**config.mk**
```make
export PLATFORM = sky130hd
export DESIGN_NAME = iousc_unit
export DESIGN_NICKNAME = d
export VERILOG_FILES = /design/src/rtl/iousc_sync.v /design/src/rtl/iousc_unit.v
export VERILOG_INCLUDE_DIRS = /design/src /design/src/rtl
export SDC_FILE = /design/constraint.sdc
export NUM_CORES = 1
export LEC_CHECK = 0
export ABC_AREA = 1
export BUFFER_PORTS_ARGS = -buffer_cell sky130_fd_sc_hd__clkbuf_2
export CORE_UTILIZATION = 55
export CTS_CLUSTER_DIAMETER = 50
export CTS_CLUSTER_SIZE = 24
export DETAILED_ROUTE_END_ITERATION = 16
export GPL_TIMING_DRIVEN = 0
export HOLD_SLACK_MARGIN = 0.05
export PLACE_DENSITY = 0.88
export SLEW_MARGIN = 20
export SYNTH_ARGS = -nofsm -noshare
export SYNTH_HDL_FRONTEND = slang
export SYNTH_SLANG_ARGS = --single-unit
```
**constraint.sdc**
```tcl
create_clock -name clk -period 3 [get_ports clk]
set_clock_uncertainty 0.2 [all_clocks]
set_input_delay 0.3 -clock clk [delete_from_list [all_inputs] [get_ports clk]]
set_output_delay 0.3 -clock clk [all_outputs]
set_load 0.01 [all_outputs]
```
**src/rtl/iousc_regs.vh**
```
`ifndef IOUSC_REGS_VH
`define IOUSC_REGS_VH
// Timing figures as printed, in ns
`define IOUSC_CLK_NS 100
`define IOUSC_REQ_DROP_NS 250000
`define IOUSC_INH_DROP_NS 1500
`define IOUSC_DISC_DROP_NS 6000
`define IOUSC_FWD_NS 1800
`define IOUSC_INB_DROP_NS 1500
`define IOUSC_ADDR_SETUP_NS 250
`define IOUSC_ADDR_LEAD_NS 400
`define IOUSC_GATE_LOW_NS 4000
// Cycle budgets derived from the figures (integer division rounds every time down)
`define IOUSC_REQ_DROP_CYC (`IOUSC_REQ_DROP_NS / `IOUSC_CLK_NS)
`define IOUSC_INH_DROP_CYC (`IOUSC_INH_DROP_NS / `IOUSC_CLK_NS)
`define IOUSC_DISC_DROP_CYC (`IOUSC_DISC_DROP_NS / `IOUSC_CLK_NS)
`define IOUSC_FWD_CYC (`IOUSC_FWD_NS / `IOUSC_CLK_NS)
// Odd parity bit position on a bus word {p, b0..b7}
`define IOUSC_PAR_BIT 8
// Selection sequence states
`define IOUSC_ST_IDLE 3'h0
`define IOUSC_ST_PASS 3'h1
`define IOUSC_ST_ADDR 3'h2
`define IOUSC_ST_WAIT 3'h3
`define IOUSC_ST_DISC 3'h4
`define IOUSC_ST_DONE 3'h5
`endif

```
**src/rtl/iousc_sync.v**
```verilog
`timescale 1ns/1ns
module iousc_sync #(
  parameter W = 1
) (
  input wire clk,
  input wire resetn,
  input wire [W-1:0] d,
  output wire [W-1:0] q
);
  reg [W-1:0] s1_q;
  reg [W-1:0] s2_q;
  always @(posedge clk or negedge resetn) begin
    if (!resetn) begin
      s1_q <= {W{1'b0}};
      s2_q <= {W{1'b0}};
    end else begin
      s1_q <= d;
      s2_q <= s1_q;
    end
  end
  assign q = s2_q;
endmodule

```
**src/rtl/iousc_unit.v**
```verilog
`timescale 1ns/1ns
`include "iousc_regs.vh"
// Notes on behaviour
// - Request only when status or data ready
// - Drop request after satisfied disconnect, bounded
// - Suppressible request drops when inhibit rises
// - Decode address while strobe up, connect
// - Strobe with poll low forces disconnect
// - Motion finishes; status offered later
// - Unneeded poll passes to next unit
// - Poll latch set by poll and gate
// - Poll counts only while gate high
// - Connect only on incoming poll rise
// - Forward unwanted poll within 1.8 us
// - Connected until last byte acknowledged
// - Connect blocks poll to lower units
// - Return path behaves like outgoing poll
// - Inbound lines drop after disconnect
// - Connected unit sends address byte
// - Channel inactive resets everything
// - Bus bytes carry odd parity
module iousc_unit #(
  parameter [7:0] UNIT_ADDR = 8'h00
) (
  input wire clk,
  input wire resetn,
  input wire [8:0] bus_out,
  input wire addr_strobe,
  input wire poll_in,
  input wire poll_gate,
  input wire channel_active,
  input wire inhibit_line,
  input wire tag_ack_out,
  input wire dev_ready,
  input wire dev_suppressible,
  input wire dev_last_byte,
  output reg [8:0] bus_in,
  output reg addr_in,
  output reg service_request,
  output reg unit_connected,
  output reg poll_out,
  output reg busy_status_strobe,
  output reg parity_error,
  output reg dev_disconnected
);
  // ==========================================================
  // Input synchronisers
  wire [8:0] bo_s;
  wire as_s;
  wire pi_s;
  wire pg_s;
  wire ca_s;
  wire ih_s;
  wire ack_s;

  // Bus bits may land a cycle apart; strobe lead over the poll covers it
  iousc_sync #(.W(9)) u_sb (
    .clk(clk),
    .resetn(resetn),
    .d(bus_out),
    .q(bo_s)
  );

  iousc_sync #(.W(1)) u_as (
    .clk(clk),
    .resetn(resetn),
    .d(addr_strobe),
    .q(as_s)
  );

  iousc_sync #(.W(1)) u_pi (
    .clk(clk),
    .resetn(resetn),
    .d(poll_in),
    .q(pi_s)
  );

  iousc_sync #(.W(1)) u_pg (
    .clk(clk),
    .resetn(resetn),
    .d(poll_gate),
    .q(pg_s)
  );

  iousc_sync #(.W(1)) u_ca (
    .clk(clk),
    .resetn(resetn),
    .d(channel_active),
    .q(ca_s)
  );

  iousc_sync #(.W(1)) u_ih (
    .clk(clk),
    .resetn(resetn),
    .d(inhibit_line),
    .q(ih_s)
  );

  iousc_sync #(.W(1)) u_ack (
    .clk(clk),
    .resetn(resetn),
    .d(tag_ack_out),
    .q(ack_s)
  );

  // ==========================================================
  // Address match and parity, bit by bit
  wire [7:0] addr_eq;
  wire [8:0] par_chain;
  wire [7:0] own_chain;
  assign par_chain[0] = bo_s[0];
  assign own_chain[0] = UNIT_ADDR[0];
  genvar gi;
  generate
    for (gi = 0; gi < 8; gi = gi + 1) begin : g_bit
      assign addr_eq[gi] = (bo_s[gi] == UNIT_ADDR[gi]);
      assign par_chain[gi + 1] = par_chain[gi] ^ bo_s[gi + 1];
      if (gi > 0) begin : g_own
        assign own_chain[gi] = own_chain[gi - 1] ^ UNIT_ADDR[gi];
      end
    end
  endgenerate

  // ==========================================================
  // Poll latch and gating
  reg latch_q;
  reg pi_prev_q;
  reg armed_q;
  reg [2:0] st_q;
  reg [2:0] st_d;
  wire poll_act = pi_s & pg_s;
  wire poll_rise = latch_q & ~pi_prev_q;
  wire addr_hit = as_s & (&addr_eq);
  wire par_ok = par_chain[8];
  wire want = dev_ready & ~(dev_suppressible & ih_s);
  wire bi_par = ~own_chain[7];

  // Latch rides through poll glitches while the gate stays up
  always @(posedge clk or negedge resetn) begin
    if (!resetn) begin
      latch_q <= 1'b0;
    end else if (!ca_s || !pg_s) begin
      latch_q <= 1'b0;
    end else if (poll_act) begin
      latch_q <= 1'b1;
    end
  end

  always @(posedge clk or negedge resetn) begin
    if (!resetn) begin
      pi_prev_q <= 1'b0;
    end else if (!ca_s || !pg_s) begin
      pi_prev_q <= 1'b0;
    end else begin
      pi_prev_q <= latch_q;
    end
  end

  // ==========================================================
  // Selection sequence
  always @* begin
    st_d = st_q;
    case (st_q)
      `IOUSC_ST_IDLE: begin
        if (poll_rise && armed_q && (addr_hit || (want && !as_s))) begin
          st_d = `IOUSC_ST_ADDR;
        end else if (poll_rise) begin
          st_d = `IOUSC_ST_PASS;
        end
      end
      `IOUSC_ST_PASS: begin
        if (!latch_q) begin
          st_d = `IOUSC_ST_IDLE;
        end
      end
      `IOUSC_ST_ADDR: begin
        // The latch holds while the gate is up, so the raw gated poll decides here
        if (as_s && !poll_act) begin
          st_d = `IOUSC_ST_DISC;
        end else if (ack_s) begin
          st_d = `IOUSC_ST_WAIT;
        end
      end
      `IOUSC_ST_WAIT: begin
        if (as_s && !poll_act) begin
          st_d = `IOUSC_ST_DISC;
        end else if (!poll_act && ack_s && dev_last_byte) begin
          st_d = `IOUSC_ST_DONE;
        end
      end
      `IOUSC_ST_DISC: begin
        st_d = `IOUSC_ST_DONE;
      end
      `IOUSC_ST_DONE: begin
        if (!latch_q) begin
          st_d = `IOUSC_ST_IDLE;
        end
      end
      default: begin
        st_d = `IOUSC_ST_IDLE;
      end
    endcase
  end

  always @(posedge clk or negedge resetn) begin
    if (!resetn) begin
      st_q <= `IOUSC_ST_IDLE;
    end else if (!ca_s) begin
      st_q <= `IOUSC_ST_IDLE;
    end else begin
      st_q <= st_d;
    end
  end

  // Re-arm only once the poll latch has cleared, which needs the gate (or channel active) low
  always @(posedge clk or negedge resetn) begin
    if (!resetn) begin
      armed_q <= 1'b0;
    end else if (!ca_s) begin
      armed_q <= 1'b0;
    end else if (st_d == `IOUSC_ST_PASS) begin
      armed_q <= 1'b0;
    end else if (!latch_q) begin
      armed_q <= 1'b1;
    end
  end

  // ==========================================================
  // Outputs, all registered
  wire conn = (st_d == `IOUSC_ST_ADDR) || (st_d == `IOUSC_ST_WAIT);

  always @(posedge clk or negedge resetn) begin
    if (!resetn) begin
      unit_connected <= 1'b0;
    end else if (!ca_s) begin
      unit_connected <= 1'b0;
    end else begin
      unit_connected <= conn;
    end
  end

  // Poll goes on only when not connecting; this also forms the return path
  always @(posedge clk or negedge resetn) begin
    if (!resetn) begin
      poll_out <= 1'b0;
    end else if (!ca_s) begin
      poll_out <= 1'b0;
    end else begin
      poll_out <= latch_q & (st_d == `IOUSC_ST_PASS);
    end
  end

  always @(posedge clk or negedge resetn) begin
    if (!resetn) begin
      addr_in <= 1'b0;
    end else if (!ca_s) begin
      addr_in <= 1'b0;
    end else begin
      addr_in <= (st_d == `IOUSC_ST_ADDR);
    end
  end

  always @(posedge clk or negedge resetn) begin
    if (!resetn) begin
      bus_in <= 9'h000;
    end else if (!ca_s) begin
      bus_in <= 9'h000;
    end else begin
      bus_in <= (st_d == `IOUSC_ST_ADDR) ? {bi_par, UNIT_ADDR} : 9'h000;
    end
  end

  // Request held only while ready, not suppressed and not yet satisfied
  always @(posedge clk or negedge resetn) begin
    if (!resetn) begin
      service_request <= 1'b0;
    end else if (!ca_s) begin
      service_request <= 1'b0;
    end else begin
      service_request <= want && (st_d != `IOUSC_ST_DONE);
    end
  end

  // Busy sequence is not offered; the line stays low
  always @(posedge clk or negedge resetn) begin
    if (!resetn) begin
      busy_status_strobe <= 1'b0;
    end else begin
      busy_status_strobe <= 1'b0;
    end
  end

  always @(posedge clk or negedge resetn) begin
    if (!resetn) begin
      parity_error <= 1'b0;
    end else if (!ca_s) begin
      parity_error <= 1'b0;
    end else if (addr_hit && poll_rise) begin
      parity_error <= ~par_ok;
    end
  end

  // Device side finishes motion and reports status later
  always @(posedge clk or negedge resetn) begin
    if (!resetn) begin
      dev_disconnected <= 1'b0;
    end else if (!ca_s) begin
      dev_disconnected <= 1'b0;
    end else begin
      dev_disconnected <= (st_d == `IOUSC_ST_DISC);
    end
  end
endmodule

```
==> summary.md, run 1 <==
| Metric | Value |
|---|---|
| Fraction of layout cells with a size suffix above 1 | `about a quarter` |
| Setup slack at placement | `1.34 ns` |
| Area growth from synthesis to layout | `28.3%` |
| Compound-Gate Fraction of Synth Area | `about 4.7%` |
| GP Congestion | `a little under 0.9` |
| Gate power share | `8.5%` |
| Worst Path Arrival | `1.74 ns` |
| Setup TNS | `0 ns` |
| Vias in the first global route | `roughly 1.1k` |
| Largest family of logic cells by synthesized area | `simple AND/OR/NAND/NOR gates` |
| Slew @ Worst Pin | `0.950 ns` |
| Syn_area_per_cell | `around 12 sq um` |
| Synth Area in Adders | `less than 1%` |
| Final worst setup slack | `1.30 ns` |
| Worst path required time | `about 3.0 ns` |
| CTS tree | `built` |
| RSZ-0062 raised after global routing | `no` |
| Die width | `roughly 54 microns` |
| Clock Power Share | `between 20 and 30%` |
| Synth top area share | `roughly 71%` |
| Die H | `between 50 and 60 microns` |
| Sequential Power Share | `63.5%` |
| Number of remaining DRC errors | `0` |
| Filler instances | `164` |
| Clock H-tree levels | `2` |
| Slew Limit Fails | `0` |
| Most frequent cells after synthesis | `42 x dfrtp_1, 18 x nand2_1, 17 x inv_1, 13 x nor2_1, 10 x buf_4` |
| Switching Fraction | `between 20% and 30%` |
| Post-DRT Antenna Nets | `0` |
| Hold WC Path Type | `input pin to flip-flop` |
| GRT Resource Usage Total | `a little over a fifth` |
| Mapped cell area | `1470 sq um` |
| Simple-Gate Fraction of Synth Area | `about an eighth` |
| GRT overflow | `0` |
| Final Hold Fails | `0` |
| Drt first-iter violations | `6` |
| Maximum VDD drop | `506 uV` |
| Final Critical Period | `approximately 1.7 ns` |
| Root Driver | `clkbuf_4` |
| First-pass GRT wire length | `about 4100 microns` |
| Internal Power | `around 0.72 mW` |
| Synth area leader | `dfrtp_1` |
| Port bufs | `26` |
| Most frequent cell after synthesis | `dfrtp_1` |
| Syn Inst Count | `126` |
| Net switching power | `0.221 mW` |
| Period Utilization, post-route | `56.6%` |
| Lkg Pwr | `1.01 nW` |
| XOR/XNOR Fraction of Synth Area | `less than 1%` |
| Largest net degree at the start of global routing | `43` |
| CTS clk-pin slew, worst paths | `roughly 0.11 ns` |
| IO Pins | `36` |
| Status | `finished clean` |
| Largest cells by area after synthesis | `dfrtp_1 71%, buf_4 5.1%, nand2_1 4.6%` |
| Fmax | `~0.59 GHz` |
| Sequential fraction of the synthesis area | `between 70 and 80%` |
| Final HPWL DP | `1630 microns` |
| Synth cell types | `22` |
| Post-synth EDFFs | `0` |
| Post-synth ARST share | `between 90% and 100%` |
| Routed wire length per instance | `approximately 11 microns` |
| Crit Path Class | `flip-flop to flip-flop` |
| Synth warn | `0` |
| Max-Cap Viols | `0` |
| Total CTS buffers | `5` |
| Slew headroom | `between 30% and 40%` |
| Critical path fanouts, max | `3` |
| Initial antenna violation count | `0` |
| Post-CTS setup buffer count | `0` |
| Die area | `2880 sq um` |
| Skew-Pair Late Insertion Delay | `roughly 0.34 ns` |
| Antenna diodes | `0` |
| Total Nets Final | `204` |
| Flops & latches, synth | `42` |
| Initial Util | `about three fifths` |
| Worst setup EP type | `flip-flop` |
| Hold_buf cts | `16` |
| Total wire length | `around 2300 microns` |
| Core Rows | `18` |
| Critical path launch point type | `flip-flop` |
| Share of synthesized area spent on multiplexers | `0%` |
| Dominant synthesized flop cell | `dfrtp_1` |
| Routed vias/inst | `approximately 4.6` |
| Final setup vio count | `0` |
| # resized after CTS | `0` |
| Num Clock Sinks | `between 40 and 50` |
| Pwr/cell area | `between 400 and 500 nW/um^2` |
| Number of iterations in the first detailed-routing pass | `4` |
| Maximum clock insertion buffer count | `2` |
| Routed vias | `~1000` |
| Core Area | `~2500 sq um` |
==> stage by stage <==
stage / power [mW] / utilization [%] / instances / hold WS [ns] / instance area [sq um]
floorplan: 0.643 / - / 134 / -0.196 / 1500
global placement: 0.669 / 66.7 / 190 / 0.132 / 1670
detailed placement: 0.674 / 66.7 / 190 / 0.136 / 1670
CTS: 0.954 / 75.5 / 214 / 0.0772 / 1890
global route: 0.992 / 75.5 / 214 / 0.102 / 1890
finish: 0.943 / 75.5 / 214 / 0.0967 / 1890
==> path summary, 6_finish.rpt <==
check	end	slack (ns)	depth (start not counted)	startpoint
hold / removal	service_request	0.1	4	dev_suppressible
hold reg to reg	u_ca.q	0.16	0	u_ca.s1_q
min in group asynchronous	u_as.q	0.43	2	resetn
setup / recovery	service_request	1.30	12	u_sb.q[0]
max in group asynchronous	u_sb.q[7]	1.59	2	resetn
setup reg to reg	service_request	1.30	12	u_sb.q[0]
==> critical path, cell delays in order (launching register included) <==
cell and delay [ns]:
dfrtp_1 0.34, inv_1 0.04, ha_1 0.18, nand2_1 0.06, nor2_1 0.04, nand2_1 0.08
nand2_1 0.05, nand2_1 0.08, nand2_1 0.05, nand2_1 0.11, nand3_1 0.14, nor2_1 0.16
nor2_1 0.06
==> area by class of cell <==
class                           instances  area [sq um]  share of cell area (%)
Multi-Input combinational cell         64           307                    16.2
Tap cell                               30          37.5                    1.99
Buffer                                 10          75.1                    3.98
Timing Repair Buffer                   42           290                    15.4
Sequential cell                        42          1050                    55.7
Clock inverter                          3          21.3                    1.13
Clock buffer                            5          37.5                    1.99
Inverter                               18          67.6                    3.58
==> power groups by stage <==
| stage | clock, mW | sequential (mW) | combinational, mW |
|---|---|---|---|
| CTS | 0.275 | 0.599 | 0.0802 |
| finish | 0.263 | 0.599 | 0.0803 |
| floorplan | 0 | 0.608 | 0.0344 |
| detailed placement | 0 | 0.611 | 0.0637 |
| global route | 0.299 | 0.602 | 0.0912 |
| global placement | 0 | 0.608 | 0.0605 |
==> layer usage <==
layer / up-vias / share of wire, % / track usage, %
met2: 38 / 56 / 39.7
li1: 481 / - / -
met3: 8 / 4.9 / 5.93
met5: - / 0 / 0
met4: 0 / 2.4 / 12.3
met1: 461 / 37 / 19.7
==> layout by cell type (no fill, tap or decap), types with 2 or more instances in the layout <==
| cell type | n |
|---|---|
| nor2_1 | 13 |
| a211oi_1 | 2 |
| nand3_1 | 4 |
| inv_1 | 17 |
| dfrtp_1 | 42 |
| a21oi_1 | 4 |
| clkbuf_4 | 5 |
| conb_1 | 9 |
| clkbuf_2 | 26 |
| o21ai_0 | 2 |
| dlygate4sd3_1 | 16 |
| nor3_1 | 2 |
| buf_4 | 10 |
| nand2_1 | 18 |
==> cells by family (layout without fill, tap and decap cells) <==
| kind of cell | count (synthesis) | in the layout |
|---|---|---|
| xor gates and xnor gates | 1 | 1 |
| buffers and inverters | 28 | 78 |
| DFF | 42 | 42 |
| other | 1 | 9 |
| AOI/OAI and AO/OA | 11 | 11 |
| adders and majority gates | 1 | 1 |
| and+or+nand+nor | 42 | 42 |
Note: power is estimated with default switching activity, not from simulation.
==> run 2: changes to the inputs <==
Settings changed: CORE_UTILIZATION 55 to 46, PLACE_DENSITY 0.88 to 0.79.
Clock period 3 ns to 1.5 ns, I/O delays scaled along.
==> run 2 against run 1 <==
Effect of this change:
- the flow now finishes with violations (negative hold slack, negative setup slack)
- total power up 120%
- register-to-register slack worse by 1.4 ns
- via count up 1.5%
- worst hold slack worse by 0.18 ns
- core utilization down 9.9 points
- combinational power up 110%
- flip-flop and latch count unchanged
- cell count up 7.9%
- maximum frequency up 6.3%
- die area up 19%
- sequential power up 100%
- sequential share of layout area down 3.2 points
==> summary.md, run 2 (synthesized netlist as in run 1, its figures left out) <==
| Metric | Value |
|---|---|
| Status | `complete, but fails checks` |
| Failing checks | `negative hold slack, negative setup slack` |
| Routed vias/inst | `about 4.3` |
| Critical path launch point type | `flip-flop` |
| Port bufs | `26` |
| Antenna diodes | `0` |
| Vias in the first global route | `between 900 and 1k` |
| Critical path's largest stage delay | `approximately 0.38 ns` |
| Total Nets Final | `a little over 200` |
| WHS Endpoint | `service_request` |
| Total power | `2.08 mW` |
| Final HPWL DP | `between 1500 and 2000 microns` |
| Largest net degree at the start of global routing | `43` |
| Lkg Pwr | `1.03 nW` |
| Worst r2r src | `u_sb.q[0]` |
| Reg2reg end | `service_request` |
| Fraction of layout cells with a size suffix above 1 | `34.8%` |
| RSZ-0062 raised after global routing | `yes` |
| Switching Fraction | `between 20 and 25%` |
| Hold Crit Start | `dev_suppressible` |
| Die H | `58.5 microns` |
| Hold WC Path Type | `input pin to flip-flop` |
| Slew Limit Fails | `0` |
| Pwr/cell area | `~1000 nW/um^2` |
| Worst setup EP type | `flip-flop` |
| Max-Cap Viols | `0` |
| Initial Util | `roughly 48%` |
| Routed vias | `1003` |
| Final Critical Period | `~1.6 ns` |
| Final setup vio count | `6` |
| Net switching power | `between 0.4 and 0.5 mW` |
| GRT overflow | `0` |
| Drt first-iter violations | `24` |
| Period Utilization, post-route | `106%` |
| Sequential Power Share | `approximately 57%` |
| CTS clk-pin slew, worst paths | `between 0.1 and 0.15 ns` |
| Final worst setup slack | `-0.0971 ns` |
| Slowest-stage cell, CP | `dfrtp_1` |
| Total CTS buffers | `5` |
| Core Area | `a little over 3000 sq um` |
| Slew headroom | `between 30 and 40%` |
| Hold_buf cts | `16` |
| Worst path bufs/invs | `1` |
| Root Driver | `clkbuf_4` |
| Internal Power | `about 1.6 mW` |
| Gate power share | `8.2%` |
| Commonest non-fill, non-tap cells in the layout | `42 x dfrtp_1, 26 x clkbuf_2, 17 x inv_1, 16 x dlygate4sd3_1` |
| Hold WS | `-0.0828 ns` |
| CTS tree | `built` |
| Clock Power Share | `between 30 and 40%` |
| Post-route cell area | `~2000 sq um` |
| First-pass GRT wire length | `approximately 3900 microns` |
| Area growth from synthesis to layout | `36.2%` |
| Initial antenna violation count | `0` |
| Final Hold Fails | `1` |
| Filler instances | `248` |
| Crit path cell chain | `inv_1 > ha_2 > nand2_1 > nor2_1 > nand2_1 > nand2_1 > nand2_2 > nand2_2 > nand2_2 > nand3_2 > nor2_1 > nor2_1` |
| Worst Path Arrival | `around 1.7 ns` |
| Maximum clock insertion buffer count | `2` |
| Reg2reg setup slack | `-0.1 ns` |
| Routed wire length per instance | `around 10 microns` |
| Critical path fanouts, max | `3` |
| Placed cell areas | `roughly 1700 sq um` |
| Setup slack at placement | `-0.142 ns` |
| Worst Reg-to-Reg Cells | `12` |
| Cell family with most CP delay | `simple AND/OR/NAND/NOR gates` |
| Maximum VDD drop | `871 uV` |
| Crit Path Class | `flip-flop to flip-flop` |
| Core Rows | `20` |
| Total wire length | `2360 microns` |
| Die area | `~3400 sq um` |
| Skew-Pair Late Insertion Delay | `around 0.35 ns` |
| Num Clock Sinks | `42` |
| Clock H-tree levels | `2` |
| Fmax | `~0.63 GHz` |
| Post-DRT Antenna Nets | `0` |
| GRT Resource Usage Total | `between 10% and 20%` |
| IO Pins | `36` |
| Die width | `58.5 microns` |
| Commonest non-fill, non-tap cell in the layout | `dfrtp_1` |
| Worst path required time | `about 1.6 ns` |
| Hold Path Stages | `4` |
| Number of iterations in the first detailed-routing pass | `4` |
| Number of remaining DRC errors | `0` |
| Slew @ Worst Pin | `between 0.9 and 1 ns` |
| GP Congestion | `0.777` |
-- run 2: changes by cell type in the layout (fill, tap and decap cells not counted), moves of 2 or more --
cell | previous run | this run
buf_4 | 10 | 13
nand2_2 | 0 | 4
nand2_1 | 18 | 13
nor2_2 | 1 | 3
nor2_1 | 13 | 10
-- run 2: layout make-up --
type	count	area, sq um	share of cell area (%)
buffer	10	75.1	3.75
clock buffer	5	37.5	1.88
clock inverter	3	45.0	2.25
inverter	18	67.6	3.38
multi-input combinational	64	358	17.9
sequential	42	1050	52.5
tap	44	55.1	2.75
timing repair buffer	45	313	15.6
-- run 2: worst reg2reg max path, cell delays in order, from the launching register on --
cell and delay (ns):
dfrtp_1 0.38, inv_1 0.05, ha_2 0.15, nand2_1 0.05, nor2_1 0.10, nand2_1 0.07
nand2_1 0.08, nand2_2 0.07, nand2_2 0.08, nand2_2 0.06, nand3_2 0.10, nor2_1 0.05
nor2_1 0.09
-- run 2: repair_timing --
action / in CTS / in global routing
gates cloned: 0 / 0
endpoints found under the setup margin: 4 / 8
buffers inserted: 2 / 1
pin swaps: 12 / 12
endpoints found under the hold margin: 58 / 1
gates resized for setup: 5 / 10
-- run 2: worst max-delay path by stage --
stage                     depth (start not counted)  startpoint              end  slack [ns]
after floorplan                                  12   u_sb.q[0]          armed_q        0.04
after global placement                           12   u_sb.q[0]          armed_q       -0.06
after detailed placement                         12   u_sb.q[0]          armed_q       -0.14
after CTS                                        12   u_sb.q[0]  service_request       -0.11
after global routing                             11   u_sb.q[0]        bus_in[8]       -0.23
final                                            12   u_sb.q[0]  service_request        -0.1
-- run 2: power groups by stage --
stage | logic, mW | registers (mW) | clock network [mW]
6_report | 0.170 | 1.20 | 0.714
5_1_grt | 0.190 | 1.20 | 0.776
4_1_cts | 0.164 | 1.20 | 0.729
3_5_place_dp | 0.128 | 1.22 | 0
3_3_place_gp | 0.122 | 1.22 | 0
2_1_floorplan | 0.0688 | 1.22 | 0
-- run 2: per-layer routing --
metal  global-route usage [%]  up-vias  wire length [microns]
met5                        0        -                      0
met4                     10.5        0                     77
met3                     5.49       11                    139
met2                     30.0       43                   1240
met1                     14.8      465                    903
li1                         -      484                      -
-- run 2: stage by stage --
| stage | util [%] | TNS [ns] | std cells |
|---|---|---|---|
| after CTS | 64.2 | -0.413 | 230 |
| after detailed placement | 55.2 | -0.387 | 204 |
| after global placement | 55.2 | -0.146 | 204 |
| after global routing | 65.6 | -1.45 | 231 |
| after floorplan | - | 0 | 134 |
| final | 65.6 | -0.456 | 231 |
